## src/rtl/adc_seq_pkg.sv

```systemverilog
// Constants, register map and state type for the converter sequencer
package adc_seq_pkg;
   localparam int DATA_W = 32;
   localparam int ADDR_W = 8;
   localparam int CODE_W = 12;
   localparam int SUM_W = 16;
   localparam int BYTE_W = 8;
   localparam int PINS = 4;
   localparam int DIV_W = 7;
   localparam int PHASE_W = 4;
   localparam int COUNT_W = 4;
   localparam int SRC_W = 3;
   localparam int CHAN_W = 4;
   localparam int REF_W = 2;
   localparam int CLKSEL_W = 3;
   localparam int SRCS = 4;

   localparam logic [ADDR_W-1:0] OFF_CTRL0 = 8'h00;
   localparam logic [ADDR_W-1:0] OFF_CTRL1 = 8'h04;
   localparam logic [ADDR_W-1:0] OFF_STATUS = 8'h08;
   localparam logic [ADDR_W-1:0] OFF_RESULT_HIGH = 8'h0c;
   localparam logic [ADDR_W-1:0] OFF_RESULT_LOW = 8'h10;
   localparam logic [ADDR_W-1:0] OFF_IRQ_STATUS = 8'h14;
   localparam logic [ADDR_W-1:0] OFF_IRQ_MASK = 8'h18;
   localparam logic [ADDR_W-1:0] OFF_PIN_SHARE = 8'h1c;

   localparam int CTRL0_START = 0;
   localparam int CTRL0_POWER = 1;
   localparam int CTRL0_FORMAT = 2;
   localparam int CTRL0_ACCUM = 3;
   localparam int CTRL0_CHAN_LSB = 4;
   localparam int CTRL0_SRC_LSB = 8;
   localparam int CTRL1_CLK_LSB = 0;
   localparam int CTRL1_REF_LSB = 4;
   localparam int CTRL1_GIE = 8;
   localparam int PIN_ANALOG_LSB = 0;
   localparam int PIN_PULL_LSB = 4;
   localparam int PIN_OUT_LSB = 8;
   localparam int IRQ_DONE = 0;
   localparam int STATUS_BUSY = 0;

   localparam logic [CHAN_W-1:0] CHAN_RESET = 4'h0;
   localparam logic [SRC_W-1:0] SRC_RESET = 3'h0;
   localparam logic [REF_W-1:0] REF_RESET = 2'h0;
   localparam logic [CLKSEL_W-1:0] CLKSEL_RESET = 3'h0;
   localparam logic [PINS-1:0] PINS_RESET = 4'h0;

   localparam logic [CHAN_W-1:0] EXT_LAST_CHAN = 4'h3;
   localparam logic [SRC_W-1:0] SRC_SECOND_AMP = 3'h1;
   localparam logic [SRC_W-1:0] SRC_SWCAP_AMP = 3'h2;
   localparam logic [SRC_W-1:0] SRC_FIRST_AMP = 3'h3;
   localparam logic [SRC_W-1:0] SRC_BATTERY = 3'h4;
   localparam logic [REF_W-1:0] REF_INTERNAL = 2'h1;

   localparam logic [PHASE_W-1:0] SAMPLE_LAST = 4'h3;
   localparam logic [PHASE_W-1:0] CONVERT_LAST = 4'hb;
   localparam logic [COUNT_W-1:0] ACCUM_LAST = 4'hf;
   localparam logic [DIV_W-1:0] DIV_ONE = 7'h01;

   typedef enum logic [1:0] {
      ST_IDLE = 2'b00,
      ST_SAMPLE = 2'b01,
      ST_CONVERT = 2'b11
   } seq_state_t;
endpackage : adc_seq_pkg

```

## src/rtl/adc_clock_divider.sv

```systemverilog
// Converter clock enable divider, divide by a power of two
`timescale 1ns/1ps
module adc_clock_divider
   import adc_seq_pkg::*;
(
   input wire logic ref_clk,
   input wire logic reset_n,
   input wire logic clear,
   input wire logic [CLKSEL_W-1:0] divSelect,
   output logic tick
);
   logic [DIV_W-1:0] count;
   logic [DIV_W-1:0] next_count;
   logic next_tick;
   logic [DIV_W-1:0] limit;

   always_comb begin
      // divide by two to the code
      limit = DIV_W'((DIV_ONE << divSelect) - DIV_ONE);
      next_count = count;
      next_tick = 1'b0;
      if (clear) begin
         next_count = '0;
      end else if (count == limit) begin
         next_count = '0;
         next_tick = 1'b1;
      end else begin
         next_count = DIV_W'(count + DIV_ONE);
      end
   end

   always_ff @(posedge ref_clk) begin
      if (!reset_n) begin
         count <= '0;
         tick <= 1'b0;
      end else begin
         count <= next_count;
         tick <= next_tick;
      end
   end
endmodule : adc_clock_divider

```

## src/rtl/adc_sequencer_input_select.sv

```systemverilog
// Converter sequencer with input selection, pin sharing and APB registers
// How it works
// - External codes 0-3 route pins 0-3
// - External codes 4-15 leave input floating
// - Source codes 1-4 pick internal signals
// - Four sample plus twelve convert cycles
// - Accumulate clear gives one conversion
// - Accumulate set sums sixteen conversions
// - Start bit low-high-low starts conversion
// - Busy high while converting, then results
// - Analog pin drops functions and pull-high
// - Analog select overrides port direction
// - Power enable low shuts converter off
// - Layout from accumulate and format bits
// - Reference code 01 picks regulator
// - Clock divide by 1 to 128
// - Completion sets request flag and interrupt
`timescale 1ns/1ps
module adc_sequencer_input_select
   import adc_seq_pkg::*;
(
   input wire logic ref_clk,
   input wire logic reset_n,
   input wire logic psel,
   input wire logic penable,
   input wire logic pwrite,
   input wire logic [ADDR_W-1:0] paddr,
   input wire logic [DATA_W-1:0] pwdata,
   output logic [DATA_W-1:0] prdata,
   output logic pready,
   output logic pslverr,
   input wire logic [CODE_W-1:0] coreCode,
   output logic sampleEnable,
   output logic convertEnable,
   output logic converterPowerOn,
   output logic referenceInternal,
   output logic [PINS-1:0] pinRoute,
   output logic [SRCS-1:0] internalRoute,
   output logic [PINS-1:0] pinDigitalEnable,
   output logic [PINS-1:0] pinPullHigh,
   output logic [PINS-1:0] pinDrive_n,
   output logic conversionBusyFlag,
   output logic irq
);
   function automatic logic isExternal(input logic [SRC_W-1:0] src);
      isExternal = !((src == SRC_SECOND_AMP) || (src == SRC_SWCAP_AMP) ||
                     (src == SRC_FIRST_AMP) || (src == SRC_BATTERY));
   endfunction : isExternal

   function automatic logic isMapped(input logic [ADDR_W-1:0] addr);
      case (addr)
         OFF_CTRL0, OFF_CTRL1, OFF_STATUS, OFF_RESULT_HIGH,
         OFF_RESULT_LOW, OFF_IRQ_STATUS, OFF_IRQ_MASK, OFF_PIN_SHARE: begin
            isMapped = 1'b1;
         end
         default: begin
            isMapped = 1'b0;
         end
      endcase
   endfunction : isMapped

   function automatic logic [SUM_W-1:0] formatResult(
      input logic accum,
      input logic fmt,
      input logic [CODE_W-1:0] code,
      input logic [SUM_W-1:0] sum
   );
      if (accum) begin
         formatResult = sum;
      end else if (fmt) begin
         formatResult = {{(SUM_W-CODE_W){1'b0}}, code};
      end else begin
         formatResult = {code, {(SUM_W-CODE_W){1'b0}}};
      end
   endfunction : formatResult

   // Software control state
   logic startBit;
   logic converterPowerEnable;
   logic resultFormatSelect;
   logic accumulateMode;
   logic [CHAN_W-1:0] externalChannelSelect;
   logic [SRC_W-1:0] inputSourceSelect;
   logic [CLKSEL_W-1:0] clockDividerSelect;
   logic [REF_W-1:0] referenceSelect;
   logic globalInterruptEnable;
   logic converterInterruptEnable;
   logic [PINS-1:0] pinShareSelect0;
   logic [PINS-1:0] pullHighEnable;
   logic [PINS-1:0] portOutput;
   logic next_startBit;
   logic next_converterPowerEnable;
   logic next_resultFormatSelect;
   logic next_accumulateMode;
   logic [CHAN_W-1:0] next_externalChannelSelect;
   logic [SRC_W-1:0] next_inputSourceSelect;
   logic [CLKSEL_W-1:0] next_clockDividerSelect;
   logic [REF_W-1:0] next_referenceSelect;
   logic next_globalInterruptEnable;
   logic next_converterInterruptEnable;
   logic [PINS-1:0] next_pinShareSelect0;
   logic [PINS-1:0] next_pullHighEnable;
   logic [PINS-1:0] next_portOutput;
   logic [DATA_W-1:0] next_prdata;
   logic next_pready;
   logic next_pslverr;

   // Sequencer state
   seq_state_t state;
   seq_state_t next_state;
   logic [PHASE_W-1:0] phase;
   logic [PHASE_W-1:0] next_phase;
   logic [COUNT_W-1:0] convCount;
   logic [COUNT_W-1:0] next_convCount;
   logic [SUM_W-1:0] sum;
   logic [SUM_W-1:0] next_sum;
   logic [SUM_W-1:0] addedSum;
   logic runAccum;
   logic next_runAccum;
   logic [BYTE_W-1:0] resultHigh;
   logic [BYTE_W-1:0] resultLow;
   logic [BYTE_W-1:0] next_resultHigh;
   logic [BYTE_W-1:0] next_resultLow;
   logic irqStatus;
   logic next_irqStatus;
   logic next_busy;
   logic divClear;
   logic adcTick;

   logic apbAccess;
   logic apbWrite;
   logic ctrl0Write;
   logic irqClear;
   logic startFall;

   assign apbAccess = psel && penable && !pready;
   assign apbWrite = psel && penable && pready && pwrite && isMapped(paddr);
   assign ctrl0Write = apbWrite && (paddr == OFF_CTRL0);
   assign irqClear = apbWrite && (paddr == OFF_IRQ_STATUS) && pwdata[IRQ_DONE];
   // Start taken on the high-to-low write
   assign startFall = ctrl0Write && startBit && !pwdata[CTRL0_START] &&
                      pwdata[CTRL0_POWER];

   // Register file: answer one cycle into the access phase
   always_comb begin
      next_startBit = startBit;
      next_converterPowerEnable = converterPowerEnable;
      next_resultFormatSelect = resultFormatSelect;
      next_accumulateMode = accumulateMode;
      next_externalChannelSelect = externalChannelSelect;
      next_inputSourceSelect = inputSourceSelect;
      next_clockDividerSelect = clockDividerSelect;
      next_referenceSelect = referenceSelect;
      next_globalInterruptEnable = globalInterruptEnable;
      next_converterInterruptEnable = converterInterruptEnable;
      next_pinShareSelect0 = pinShareSelect0;
      next_pullHighEnable = pullHighEnable;
      next_portOutput = portOutput;
      next_prdata = prdata;
      next_pready = apbAccess;
      next_pslverr = apbAccess && !isMapped(paddr);
      if (apbAccess && !pwrite) begin
         next_prdata = '0;
         case (paddr)
            OFF_CTRL0: begin
               next_prdata[CTRL0_START] = startBit;
               next_prdata[CTRL0_POWER] = converterPowerEnable;
               next_prdata[CTRL0_FORMAT] = resultFormatSelect;
               next_prdata[CTRL0_ACCUM] = accumulateMode;
               next_prdata[CTRL0_CHAN_LSB +: CHAN_W] = externalChannelSelect;
               next_prdata[CTRL0_SRC_LSB +: SRC_W] = inputSourceSelect;
            end
            OFF_CTRL1: begin
               next_prdata[CTRL1_CLK_LSB +: CLKSEL_W] = clockDividerSelect;
               next_prdata[CTRL1_REF_LSB +: REF_W] = referenceSelect;
               next_prdata[CTRL1_GIE] = globalInterruptEnable;
            end
            OFF_STATUS: begin
               next_prdata[STATUS_BUSY] = conversionBusyFlag;
            end
            OFF_RESULT_HIGH: begin
               next_prdata[BYTE_W-1:0] = resultHigh;
            end
            OFF_RESULT_LOW: begin
               next_prdata[BYTE_W-1:0] = resultLow;
            end
            OFF_IRQ_STATUS: begin
               next_prdata[IRQ_DONE] = irqStatus;
            end
            OFF_IRQ_MASK: begin
               next_prdata[IRQ_DONE] = converterInterruptEnable;
            end
            OFF_PIN_SHARE: begin
               next_prdata[PIN_ANALOG_LSB +: PINS] = pinShareSelect0;
               next_prdata[PIN_PULL_LSB +: PINS] = pullHighEnable;
               next_prdata[PIN_OUT_LSB +: PINS] = portOutput;
            end
            default: begin
               next_prdata = '0;
            end
         endcase
      end
      if (ctrl0Write) begin
         next_startBit = pwdata[CTRL0_START];
         next_converterPowerEnable = pwdata[CTRL0_POWER];
         next_resultFormatSelect = pwdata[CTRL0_FORMAT];
         next_accumulateMode = pwdata[CTRL0_ACCUM];
         next_externalChannelSelect = pwdata[CTRL0_CHAN_LSB +: CHAN_W];
         next_inputSourceSelect = pwdata[CTRL0_SRC_LSB +: SRC_W];
      end
      if (apbWrite && (paddr == OFF_CTRL1)) begin
         next_clockDividerSelect = pwdata[CTRL1_CLK_LSB +: CLKSEL_W];
         next_referenceSelect = pwdata[CTRL1_REF_LSB +: REF_W];
         next_globalInterruptEnable = pwdata[CTRL1_GIE];
      end
      if (apbWrite && (paddr == OFF_IRQ_MASK)) begin
         next_converterInterruptEnable = pwdata[IRQ_DONE];
      end
      if (apbWrite && (paddr == OFF_PIN_SHARE)) begin
         next_pinShareSelect0 = pwdata[PIN_ANALOG_LSB +: PINS];
         next_pullHighEnable = pwdata[PIN_PULL_LSB +: PINS];
         next_portOutput = pwdata[PIN_OUT_LSB +: PINS];
      end
   end

   always_ff @(posedge ref_clk) begin
      if (!reset_n) begin
         startBit <= 1'b0;
         converterPowerEnable <= 1'b0;
         resultFormatSelect <= 1'b0;
         accumulateMode <= 1'b0;
         externalChannelSelect <= CHAN_RESET;
         inputSourceSelect <= SRC_RESET;
         clockDividerSelect <= CLKSEL_RESET;
         referenceSelect <= REF_RESET;
         globalInterruptEnable <= 1'b0;
         converterInterruptEnable <= 1'b0;
         pinShareSelect0 <= PINS_RESET;
         pullHighEnable <= PINS_RESET;
         portOutput <= PINS_RESET;
         prdata <= '0;
         pready <= 1'b0;
         pslverr <= 1'b0;
      end else begin
         startBit <= next_startBit;
         converterPowerEnable <= next_converterPowerEnable;
         resultFormatSelect <= next_resultFormatSelect;
         accumulateMode <= next_accumulateMode;
         externalChannelSelect <= next_externalChannelSelect;
         inputSourceSelect <= next_inputSourceSelect;
         clockDividerSelect <= next_clockDividerSelect;
         referenceSelect <= next_referenceSelect;
         globalInterruptEnable <= next_globalInterruptEnable;
         converterInterruptEnable <= next_converterInterruptEnable;
         pinShareSelect0 <= next_pinShareSelect0;
         pullHighEnable <= next_pullHighEnable;
         portOutput <= next_portOutput;
         prdata <= next_prdata;
         pready <= next_pready;
         pslverr <= next_pslverr;
      end
   end

   // Converter cycle enable from the divider
   adc_clock_divider u_divider (
      .ref_clk(ref_clk),
      .reset_n(reset_n),
      .clear(divClear),
      .divSelect(clockDividerSelect),
      .tick(adcTick)
   );

   // Conversion sequencer
   always_comb begin
      next_state = state;
      next_phase = phase;
      next_convCount = convCount;
      next_sum = sum;
      next_runAccum = runAccum;
      next_resultHigh = resultHigh;
      next_resultLow = resultLow;
      next_busy = conversionBusyFlag;
      // Set below is applied after the clear so a completion is never lost
      next_irqStatus = irqStatus && !irqClear;
      divClear = 1'b0;
      // Twelve-bit code widened into the running sum
      addedSum = SUM_W'(sum + {{(SUM_W-CODE_W){1'b0}}, coreCode});
      if (!converterPowerEnable) begin
         next_state = ST_IDLE;
         next_busy = 1'b0;
      end else if (startFall) begin
         // Busy rises as the start pulse ends
         next_state = ST_SAMPLE;
         next_phase = '0;
         next_convCount = '0;
         next_sum = '0;
         next_runAccum = accumulateMode;
         next_busy = 1'b1;
         divClear = 1'b1;
      end else begin
         case (state)
            ST_IDLE: begin
               next_phase = '0;
            end
            ST_SAMPLE: begin
               if (adcTick) begin
                  if (phase == SAMPLE_LAST) begin
                     next_state = ST_CONVERT;
                     next_phase = '0;
                  end else begin
                     next_phase = PHASE_W'(phase + 1'b1);
                  end
               end
            end
            ST_CONVERT: begin
               if (adcTick) begin
                  if (phase != CONVERT_LAST) begin
                     next_phase = PHASE_W'(phase + 1'b1);
                  end else if (runAccum && (convCount != ACCUM_LAST)) begin
                     next_state = ST_SAMPLE;
                     next_phase = '0;
                     next_convCount = COUNT_W'(convCount + 1'b1);
                     next_sum = addedSum;
                  end else begin
                     next_state = ST_IDLE;
                     next_sum = addedSum;
                     {next_resultHigh, next_resultLow} =
                        formatResult(runAccum, resultFormatSelect, coreCode, addedSum);
                     next_busy = 1'b0;
                     next_irqStatus = 1'b1;
                  end
               end
            end
            default: begin
               next_state = ST_IDLE;
               next_busy = 1'b0;
            end
         endcase
      end
   end

   always_ff @(posedge ref_clk) begin
      if (!reset_n) begin
         state <= ST_IDLE;
         phase <= '0;
         convCount <= '0;
         sum <= '0;
         runAccum <= 1'b0;
         resultHigh <= '0;
         resultLow <= '0;
         conversionBusyFlag <= 1'b0;
         irqStatus <= 1'b0;
         sampleEnable <= 1'b0;
         convertEnable <= 1'b0;
      end else begin
         state <= next_state;
         phase <= next_phase;
         convCount <= next_convCount;
         sum <= next_sum;
         runAccum <= next_runAccum;
         resultHigh <= next_resultHigh;
         resultLow <= next_resultLow;
         conversionBusyFlag <= next_busy;
         irqStatus <= next_irqStatus;
         sampleEnable <= (next_state == ST_SAMPLE);
         convertEnable <= (next_state == ST_CONVERT);
      end
   end

   // Analog routing and pin control, registered so outputs never glitch
   logic [PINS-1:0] next_pinRoute;
   logic [SRCS-1:0] next_internalRoute;
   logic next_irq;

   always_comb begin
      next_pinRoute = '0;
      next_internalRoute = '0;
      if (isExternal(inputSourceSelect)) begin
         // Low channel codes reach a pin
         if (externalChannelSelect <= EXT_LAST_CHAN) begin
            next_pinRoute[externalChannelSelect[1:0]] = 1'b1;
         end
      end else begin
         case (inputSourceSelect)
            SRC_SECOND_AMP: next_internalRoute[0] = 1'b1;
            SRC_SWCAP_AMP: next_internalRoute[1] = 1'b1;
            SRC_FIRST_AMP: next_internalRoute[2] = 1'b1;
            SRC_BATTERY: next_internalRoute[3] = 1'b1;
            default: next_internalRoute = '0;
         endcase
      end
      // Power enable low clears every pin and internal route
      if (!converterPowerEnable) begin
         next_pinRoute = '0;
         next_internalRoute = '0;
      end
      // Both enables gate the request line
      next_irq = irqStatus && converterInterruptEnable && globalInterruptEnable;
   end

   always_ff @(posedge ref_clk) begin
      if (!reset_n) begin
         pinRoute <= '0;
         internalRoute <= '0;
         converterPowerOn <= 1'b0;
         referenceInternal <= 1'b0;
         pinDigitalEnable <= '1;
         pinPullHigh <= '0;
         pinDrive_n <= '1;
         irq <= 1'b0;
      end else begin
         pinRoute <= next_pinRoute;
         internalRoute <= next_internalRoute;
         converterPowerOn <= converterPowerEnable;
         // Only code 01 picks the regulator
         referenceInternal <= (referenceSelect == REF_INTERNAL);
         // Analog pins lose digital use and pull-high
         pinDigitalEnable <= ~pinShareSelect0;
         pinPullHigh <= pullHighEnable & ~pinShareSelect0;
         pinDrive_n <= ~(portOutput & ~pinShareSelect0);
         irq <= next_irq;
      end
   end
endmodule : adc_sequencer_input_select

```

## config.mk

```make
export PLATFORM = sky130hd
export DESIGN_NAME = adc_sequencer_input_select
export DESIGN_NICKNAME = d
export VERILOG_FILES = /design/src/rtl/adc_seq_pkg.sv /design/src/rtl/adc_clock_divider.sv /design/src/rtl/adc_sequencer_input_select.sv
export SDC_FILE = /design/constraint.sdc
export NUM_CORES = 1
export LEC_CHECK = 0
export BUFFER_PORTS_ARGS = -buffer_cell sky130_fd_sc_hd__buf_2
export CORE_MARGIN = 2
export CORE_UTILIZATION = 50
export CTS_CLUSTER_DIAMETER = 80
export DETAILED_ROUTE_END_ITERATION = 16
export HOLD_SLACK_MARGIN = 0.06
export PLACE_DENSITY = 0.78
export SLEW_MARGIN = 20
export SYNTH_ARGS = -nofsm -noshare
export SYNTH_HDL_FRONTEND = slang
export SYNTH_SLANG_ARGS = --single-unit
```

## constraint.sdc

```tcl
create_clock -name ref_clk -period 2.73 [get_ports ref_clk]
set_clock_uncertainty 0.2 [all_clocks]
set_input_delay 0 -clock ref_clk [delete_from_list [all_inputs] [get_ports ref_clk]]
set_output_delay 0 -clock ref_clk [all_outputs]
set_load 0.05 [all_outputs]
```

# [Word level (Yosys, flattened, before mapping)]
# Memories as Yosys holds them, arrays and structs flattened.
# Index checks and enable logic that the tools add are counted.
[classes] n_shift=1 n_mux=56 bitwise=10 reduce_logical=48 n_addsub=5 magnitude_cmp=3 eq_ne=27
[ops] cell="two-way mux 16 bit" n=6
[ops] cell="two-way mux 4 bit" n=11
[ops] cell="== test 8 x 5 -> 1 bit, second input constant" n=4
[ops] cell="two-way mux 1 bit" n=22
[ops] cell="logical AND 1 bit" n=21
[ops] cell="one-hot mux 2 bit (5 select lines)" n=2
[ops] cell="adder 16 x 12 -> 16 bit" n=1
[ops] cell="== test 8 x 4 -> 1 bit, second input constant" n=2
[ops] cell="two-way mux 2 bit" n=6
[ops] cell="inequality test 4 bit, second input constant" n=3
[ops] cell="one-hot mux 4 bit (3 select lines)" n=1
[ops] cell="AND reduction 5 bit" n=2
[ops] cell="adder 4 x 1 -> 4 bit, second input constant" n=2
[ops] cell="AND 4 bit" n=2
[ops] cell="== test 8 x 3 -> 1 bit, second input constant" n=1
[ops] cell="logical NOT 8 bit" n=1
[ops] cell="inverter 4 bit" n=2
[ops] cell="one-hot mux 1 bit (8 select lines)" n=1
[ops] cell="one-hot mux 2 bit (4 select lines)" n=1
[ops] cell="AND reduction 4 bit" n=2
[ops] cell="adder 7 x 1 -> 7 bit, second input constant" n=1
[ops] cell="== test 7 bit" n=1
[ops] cell="<< shifter 1 x 3 -> 7 bit, first input constant" n=1
[ops] cell="subtractor 7 x 1 -> 7 bit, second input constant" n=1
[ops] cell="32 further kinds" n=53
[totals] word_cells=189 mem_count=2 mem_bits_ro=64 regBits=122
[memory_table] name="(no name shown)" words=32 word_bits=1 rd=1 rd_clocked_by_memory_dff=0 wr=0 line="adc_sequencer_input_select.sv:51" source="case (addr)"
[memory_table] name="(no name shown)" words=32 word_bits=1 rd=1 rd_clocked_by_memory_dff=0 wr=0 line="adc_sequencer_input_select.sv:51"

# [Depth between registers and ports, before layout]
[depth] ltp_word=14 depth_mapped=8 mapped_depth_nobuf=8

# [Hierarchy]
# Synthesis repeated with hierarchy kept, for this count alone.
[unflattened] cells_unflattened=722 area_unflattened_um2=6132.1
[by_module_without_submodules] module="adc_sequencer_input_select" cells_per_inst=661 area_each_um2=5654.2 seq_area_each_um2=2282.2 instances=1
[by_module_without_submodules] module="adc_clock_divider" cells_per_inst=61 area_each_um2=478.0 seq_area_each_um2=160.2 instances=1

# [Worst setup path before layout]
# No wires, ideal clock.
[synth_timing] path_kind="reg-to-reg" start="register pready" end="register sum[6]" arrival_ns=2.042 setup_slack_ns=0.372 stages_incl_launch_ff=7 path_buffers=1 path_cell_list="dfxtp_1 > nand4_1 > or3_1 > buf_4 > o31ai_4 > nor2_2 > a22o_1"
[synth_via] elab_chain_len=9 word_cells_on_any_way=12 cone_classes="1 x eq/ne; 1 x mux; 10 x reduce/logical"
[synth_lines] item="start: declaration" line="adc_sequencer_input_select.sv:30" source="output logic pready,"
[synth_lines] item="start signal: assignment" line="adc_sequencer_input_select.sv:259" source="pready <= next_pready;"
[synth_lines] item="logical AND 1 bit * (3 in a row)" line="adc_sequencer_input_select.sv:137" source="assign apbWrite = psel && penable && pready && pwrite && isMapped(paddr);"
[synth_lines] item="logical AND 1 bit *" line="adc_sequencer_input_select.sv:138" source="assign ctrl0Write = apbWrite && (paddr == OFF_CTRL0);"
[synth_lines] item="logical AND 1 bit * (3 in a row)" line="adc_sequencer_input_select.sv:141" source="assign startFall = ctrl0Write && startBit && !pwdata[CTRL0_START] &&"
[synth_lines] item="inequality test 2 bit (no line) or nonzero test 2 bit (tied branches)"
[synth_lines] item="AND reduction 4 bit (no line)"
[synth_lines] item="end signal: assignment" line="adc_sequencer_input_select.sv:359" source="sum <= next_sum;"
[synth_lines] item="end: declaration" line="adc_sequencer_input_select.sv:115" source="logic [SUM_W-1:0] sum;"
# Mark *: on every way between the ends. The rest lies on a longest branch, timed or not.
# A chain may end at the register's enable or synchronous reset.

# [Final worst setup path]
[layout_timing] start="input port paddr[1]" end="register converterInterruptEnable"
[layout_via] elab_chain_len=4 word_cells_on_any_way=5 cone_classes="1 x eq/ne; 1 x mux; 2 x reduce/logical; 1 x memory"
[layout_lines] item="start: declaration" line="adc_sequencer_input_select.sv:27" source="input wire logic [ADDR_W-1:0] paddr,"
[layout_lines] item="memory (32 x 1 bit)"
[layout_lines] item="two-way mux 1 bit" line="adc_sequencer_input_select.sv:51"
[layout_lines] item="logical AND 1 bit" line="adc_sequencer_input_select.sv:137"
[layout_lines] item="logical AND 1 bit *" line="adc_sequencer_input_select.sv:216" source="if (apbWrite && (paddr == OFF_IRQ_MASK)) begin"
[layout_lines] item="end signal: assignment" line="adc_sequencer_input_select.sv:254" source="converterInterruptEnable <= next_converterInterruptEnable;"
[layout_lines] item="end: declaration" line="adc_sequencer_input_select.sv:87" source="logic converterInterruptEnable;"
# Marks and branches as above.

==> results.txt <==
CP peak stage delay: 640 ps
Max cap viols: 0
Post-synth cell types: 70
Cell repeated most along the worst path: dlygate4sd3_1
Average size of a mapped cell: 8.37 um2
Sequential share of the synthesized area: 0.408
CP Cell Sequence: dlygate4sd3_1 > buf_2 > nor2_1 > dlygate4sd3_1 > nand3_1 > dlygate4sd3_1 > nor3b_1 > mux2i_1 > nor2_1
Fraction of layout cells with a size suffix above 1: 0.178
Clk Latency, worst-skew pair: 420 ps
Max IR drop VDD: 464 uV
Total CTS buffers: 17
DR WL/cell: 17.1 um
Final hold viol count: 0
Multi-input gate area: 0.00328 mm2
YS warnings: 0
Grt met1 use: 0.323
DRT iter0 DRCs: 728
Die span in x: 113 um
Longest Clk Path Bufs: 2
Ys async rst share: 0
Fin cells: 987
Number of cell rows: 39
Leak: 2.86 nW
CP max-delay cell: dlygate4sd3_1
Vias in the first global route: 5537
H-tree depth: 4
Post-DP Area: 0.00644 mm2
Root Driver: clkbuf_16
CP Buf/Inv Count: 4
Max Slew Vio Count: 0
#FFs+latches synth: 122
Highest clock rate: 0.381 GHz
# IOs: 117
Cell count after synthesis: 715
Reg-to-Reg Start: sum[0]$_SDFFE_PN0P_
Post-route ant nets: 0
M3 GR Usage: 0.0654
Largest net degree at the start of global routing: 31
Initial antenna violation count: 0
Period utilization: 0.962
Post-Route WL: 16.9 mm
Hold depth: 4
Area growth, synth to finish: 24.8%
Placed instance count: 913
Clk pin slew, worst setup/hold paths: 60 ps
Worst-margin pin slew: 699 ps
Area of the mapped netlist: 0.00598 mm2
PD cells: 584 mW/mm2
Fillers: 892
CTS tree: yes
DP Wirelength: 11.5 mm
WP data arrival: 2730 ps
Grt total ovfl: 0
Hold WS: 202 ps
GP Congestion: 0.972
Final setup fails: 0
R2r endpoint: resultHigh[6]$_SDFFE_PN0P_
Core Area: 0.0116 mm2
Worst path depth: 9
Worst Setup Start Kind: input port
M2 GR Usage: 0.442
Die area: 0.0129 mm2
Ys flop type: dfxtp_1
Tot Pwr: 4.36 mW
Nets@finish: 904
CP Launch Point: paddr[1]
Busiest grt layer: met2
DR vias/cell: 5.97
N_diodes: 0
HP Class: input port to flop
Slew margin rel.: 0.534
R2R depth: 8
Final instance area: 0.00747 mm2
Status: complete, no violations
Clk sinks: 122
Setup repair bufs after CTS: 0
First-pass GRT wire length: 27.2 mm
Register area: 0.00244 mm2
Setup crit end: converterInterruptEnable$_SDFFE_PN0P_
Die height: 113 um
Setup_tns: 0 ps
First drt pass iteration count: 6
Flop2flop setup slack: 150 ps
Vias: 5888
Starting Density: 0.517
# DRC: 0
CP max FO: 4
Gr usage total: 0.266
Post-layout min period: 2630 ps
Largest delay share family, worst path: buffers and inverters
Crit Path Category: input port to flop
CP Capture Type: flop
Required time of the critical path: 2830 ps
Port Buf Inserts: 76
Unrepaired setup endpoints after global routing: no
Number of enable flip-flop cells after synthesis: 0
==> stage by stage <==
stage / setup WS, ps / util
2_1_floorplan: 372 / -
3_3_place_gp: 216 / 0.557
3_5_place_dp: 141 / 0.557
4_1_cts: 66.9 / 0.645
5_1_grt: 1.45 / 0.646
6_report: 103 / 0.646
==> per-layer routing <==
metal	part of all wire	wire (um)	vias to the layer above
li1	-	-	2765
met1	0.41	6870	2741
met2	0.47	7880	314
met3	0.077	1290	68
met4	0.048	810	0
met5	0	0	-
==> flip-flops by register name, summed over array words and instances, names as in the netlist, 2 cells and up <==
name	cells
clockDividerSelect	3
convCount	4
externalChannelSelect	4
inputSourceSelect	3
internalRoute	4
phase	4
pinDigitalEnable	4
pinDrive_n	4
pinPullHigh	4
pinRoute	4
pinShareSelect0	4
portOutput	4
prdata	12
pullHighEnable	4
referenceSelect	2
resultHigh	8
resultLow	8
state	2
sum	16
u_divider.count	7
==> cells by family (layout without fill, tap and decap cells) <==
family          after synthesis  count (layout)  synth area share
xor+xnor                     20              20            0.0293
compound gates              185             185             0.203
other cells                   1              20          0.000627
flops                       122             122             0.408
fa+ha+maj                    16              16            0.0347
mux                          23              23            0.0416
simple gates                281             281             0.225
buf+inv                      67             177            0.0571
==> repair_timing <==
action	in CTS	in global routing
gates resized for setup	0	2
endpoints found under the hold margin	84	0
hold buffers	42	0
setup endpoints to repair	0	4
==> cells in the mapped netlist (15+ instances only) <==
| cell | count | share of area |
|---|---|---|
| dfxtp_1 | 122 | 0.41 |
| mux2i_1 | 17 | 0.028 |
| clkbuf_1 | 26 | 0.016 |
| ha_1 | 15 | 0.031 |
| buf_4 | 22 | 0.028 |
| o21ai_0 | 19 | 0.016 |
| nand2_1 | 112 | 0.070 |
| a21oi_1 | 65 | 0.054 |
| nor3_1 | 19 | 0.016 |
| nand3_1 | 24 | 0.020 |
| nor2_1 | 53 | 0.033 |
| o21ai_1 | 18 | 0.015 |
==> worst min-delay path by stage <==
stage / to / from
4_1_cts: externalChannelSelect[2]$_SDFFE_PN0N_ / pwdata[6]
3_3_place_gp: portOutput[3]$_SDFFE_PN0P_ / pwdata[11]
3_5_place_dp: portOutput[1]$_SDFFE_PN0P_ / pwdata[9]
6_report: portOutput[3]$_SDFFE_PN0P_ / pwdata[11]
5_1_grt: portOutput[3]$_SDFFE_PN0P_ / pwdata[11]
2_1_floorplan: pullHighEnable[0]$_SDFFE_PN0P_ / pwdata[4]
==> cell usage in the layout, fill, tap and decap left out, drive strengths merged, types with 5 or more instances in the layout <==
cell type | synthesis | layout
clkbuf | 26 | 18
dfxtp | 122 | 122
o21ai | 37 | 37
nor3 | 23 | 23
nand4 | 6 | 6
mux2i | 17 | 17
buf | 31 | 93
mux2 | 5 | 5
nor3b | 8 | 8
nand2 | 112 | 112
nor2b | 9 | 9
xnor2 | 12 | 12
and2 | 6 | 6
a221oi | 11 | 11
nand3b | 6 | 6
inv | 10 | 16
a31oi | 6 | 6
conb | 1 | 20
nand2b | 6 | 6
o22ai | 5 | 5
nand3 | 24 | 24
xor2 | 8 | 8
or3 | 7 | 7
a21oi | 66 | 66
or2 | 5 | 5
dlygate4sd3 | 0 | 42
a22oi | 9 | 9
and3 | 6 | 6
ha | 15 | 15
a211oi | 7 | 7
nor2 | 55 | 55
==> final cells by class <==
class / count / share of cell area
clock buffer: 18 / 0.0588
inverter: 10 / 0.00503
tap: 143 / 0.0240
clock inverter: 14 / 0.0216
timing repair buffer: 135 / 0.124
multi-input combinational: 545 / 0.439
sequential: 122 / 0.327
==> tightest hold or removal path, delay by kind of cell <==
family | cells | cell delay, ps
buffers and inverters | 2 | 660
and+or+nand+nor | 1 | 50
AOI/OAI and AO/OA | 1 | 60
==> power by group <==
group	internal, mW	switching, mW
clock	1.39	0.872
combinational	0.101	0.208
sequential	1.79	0.00434
Note: power is estimated with default switching activity, not from simulation.
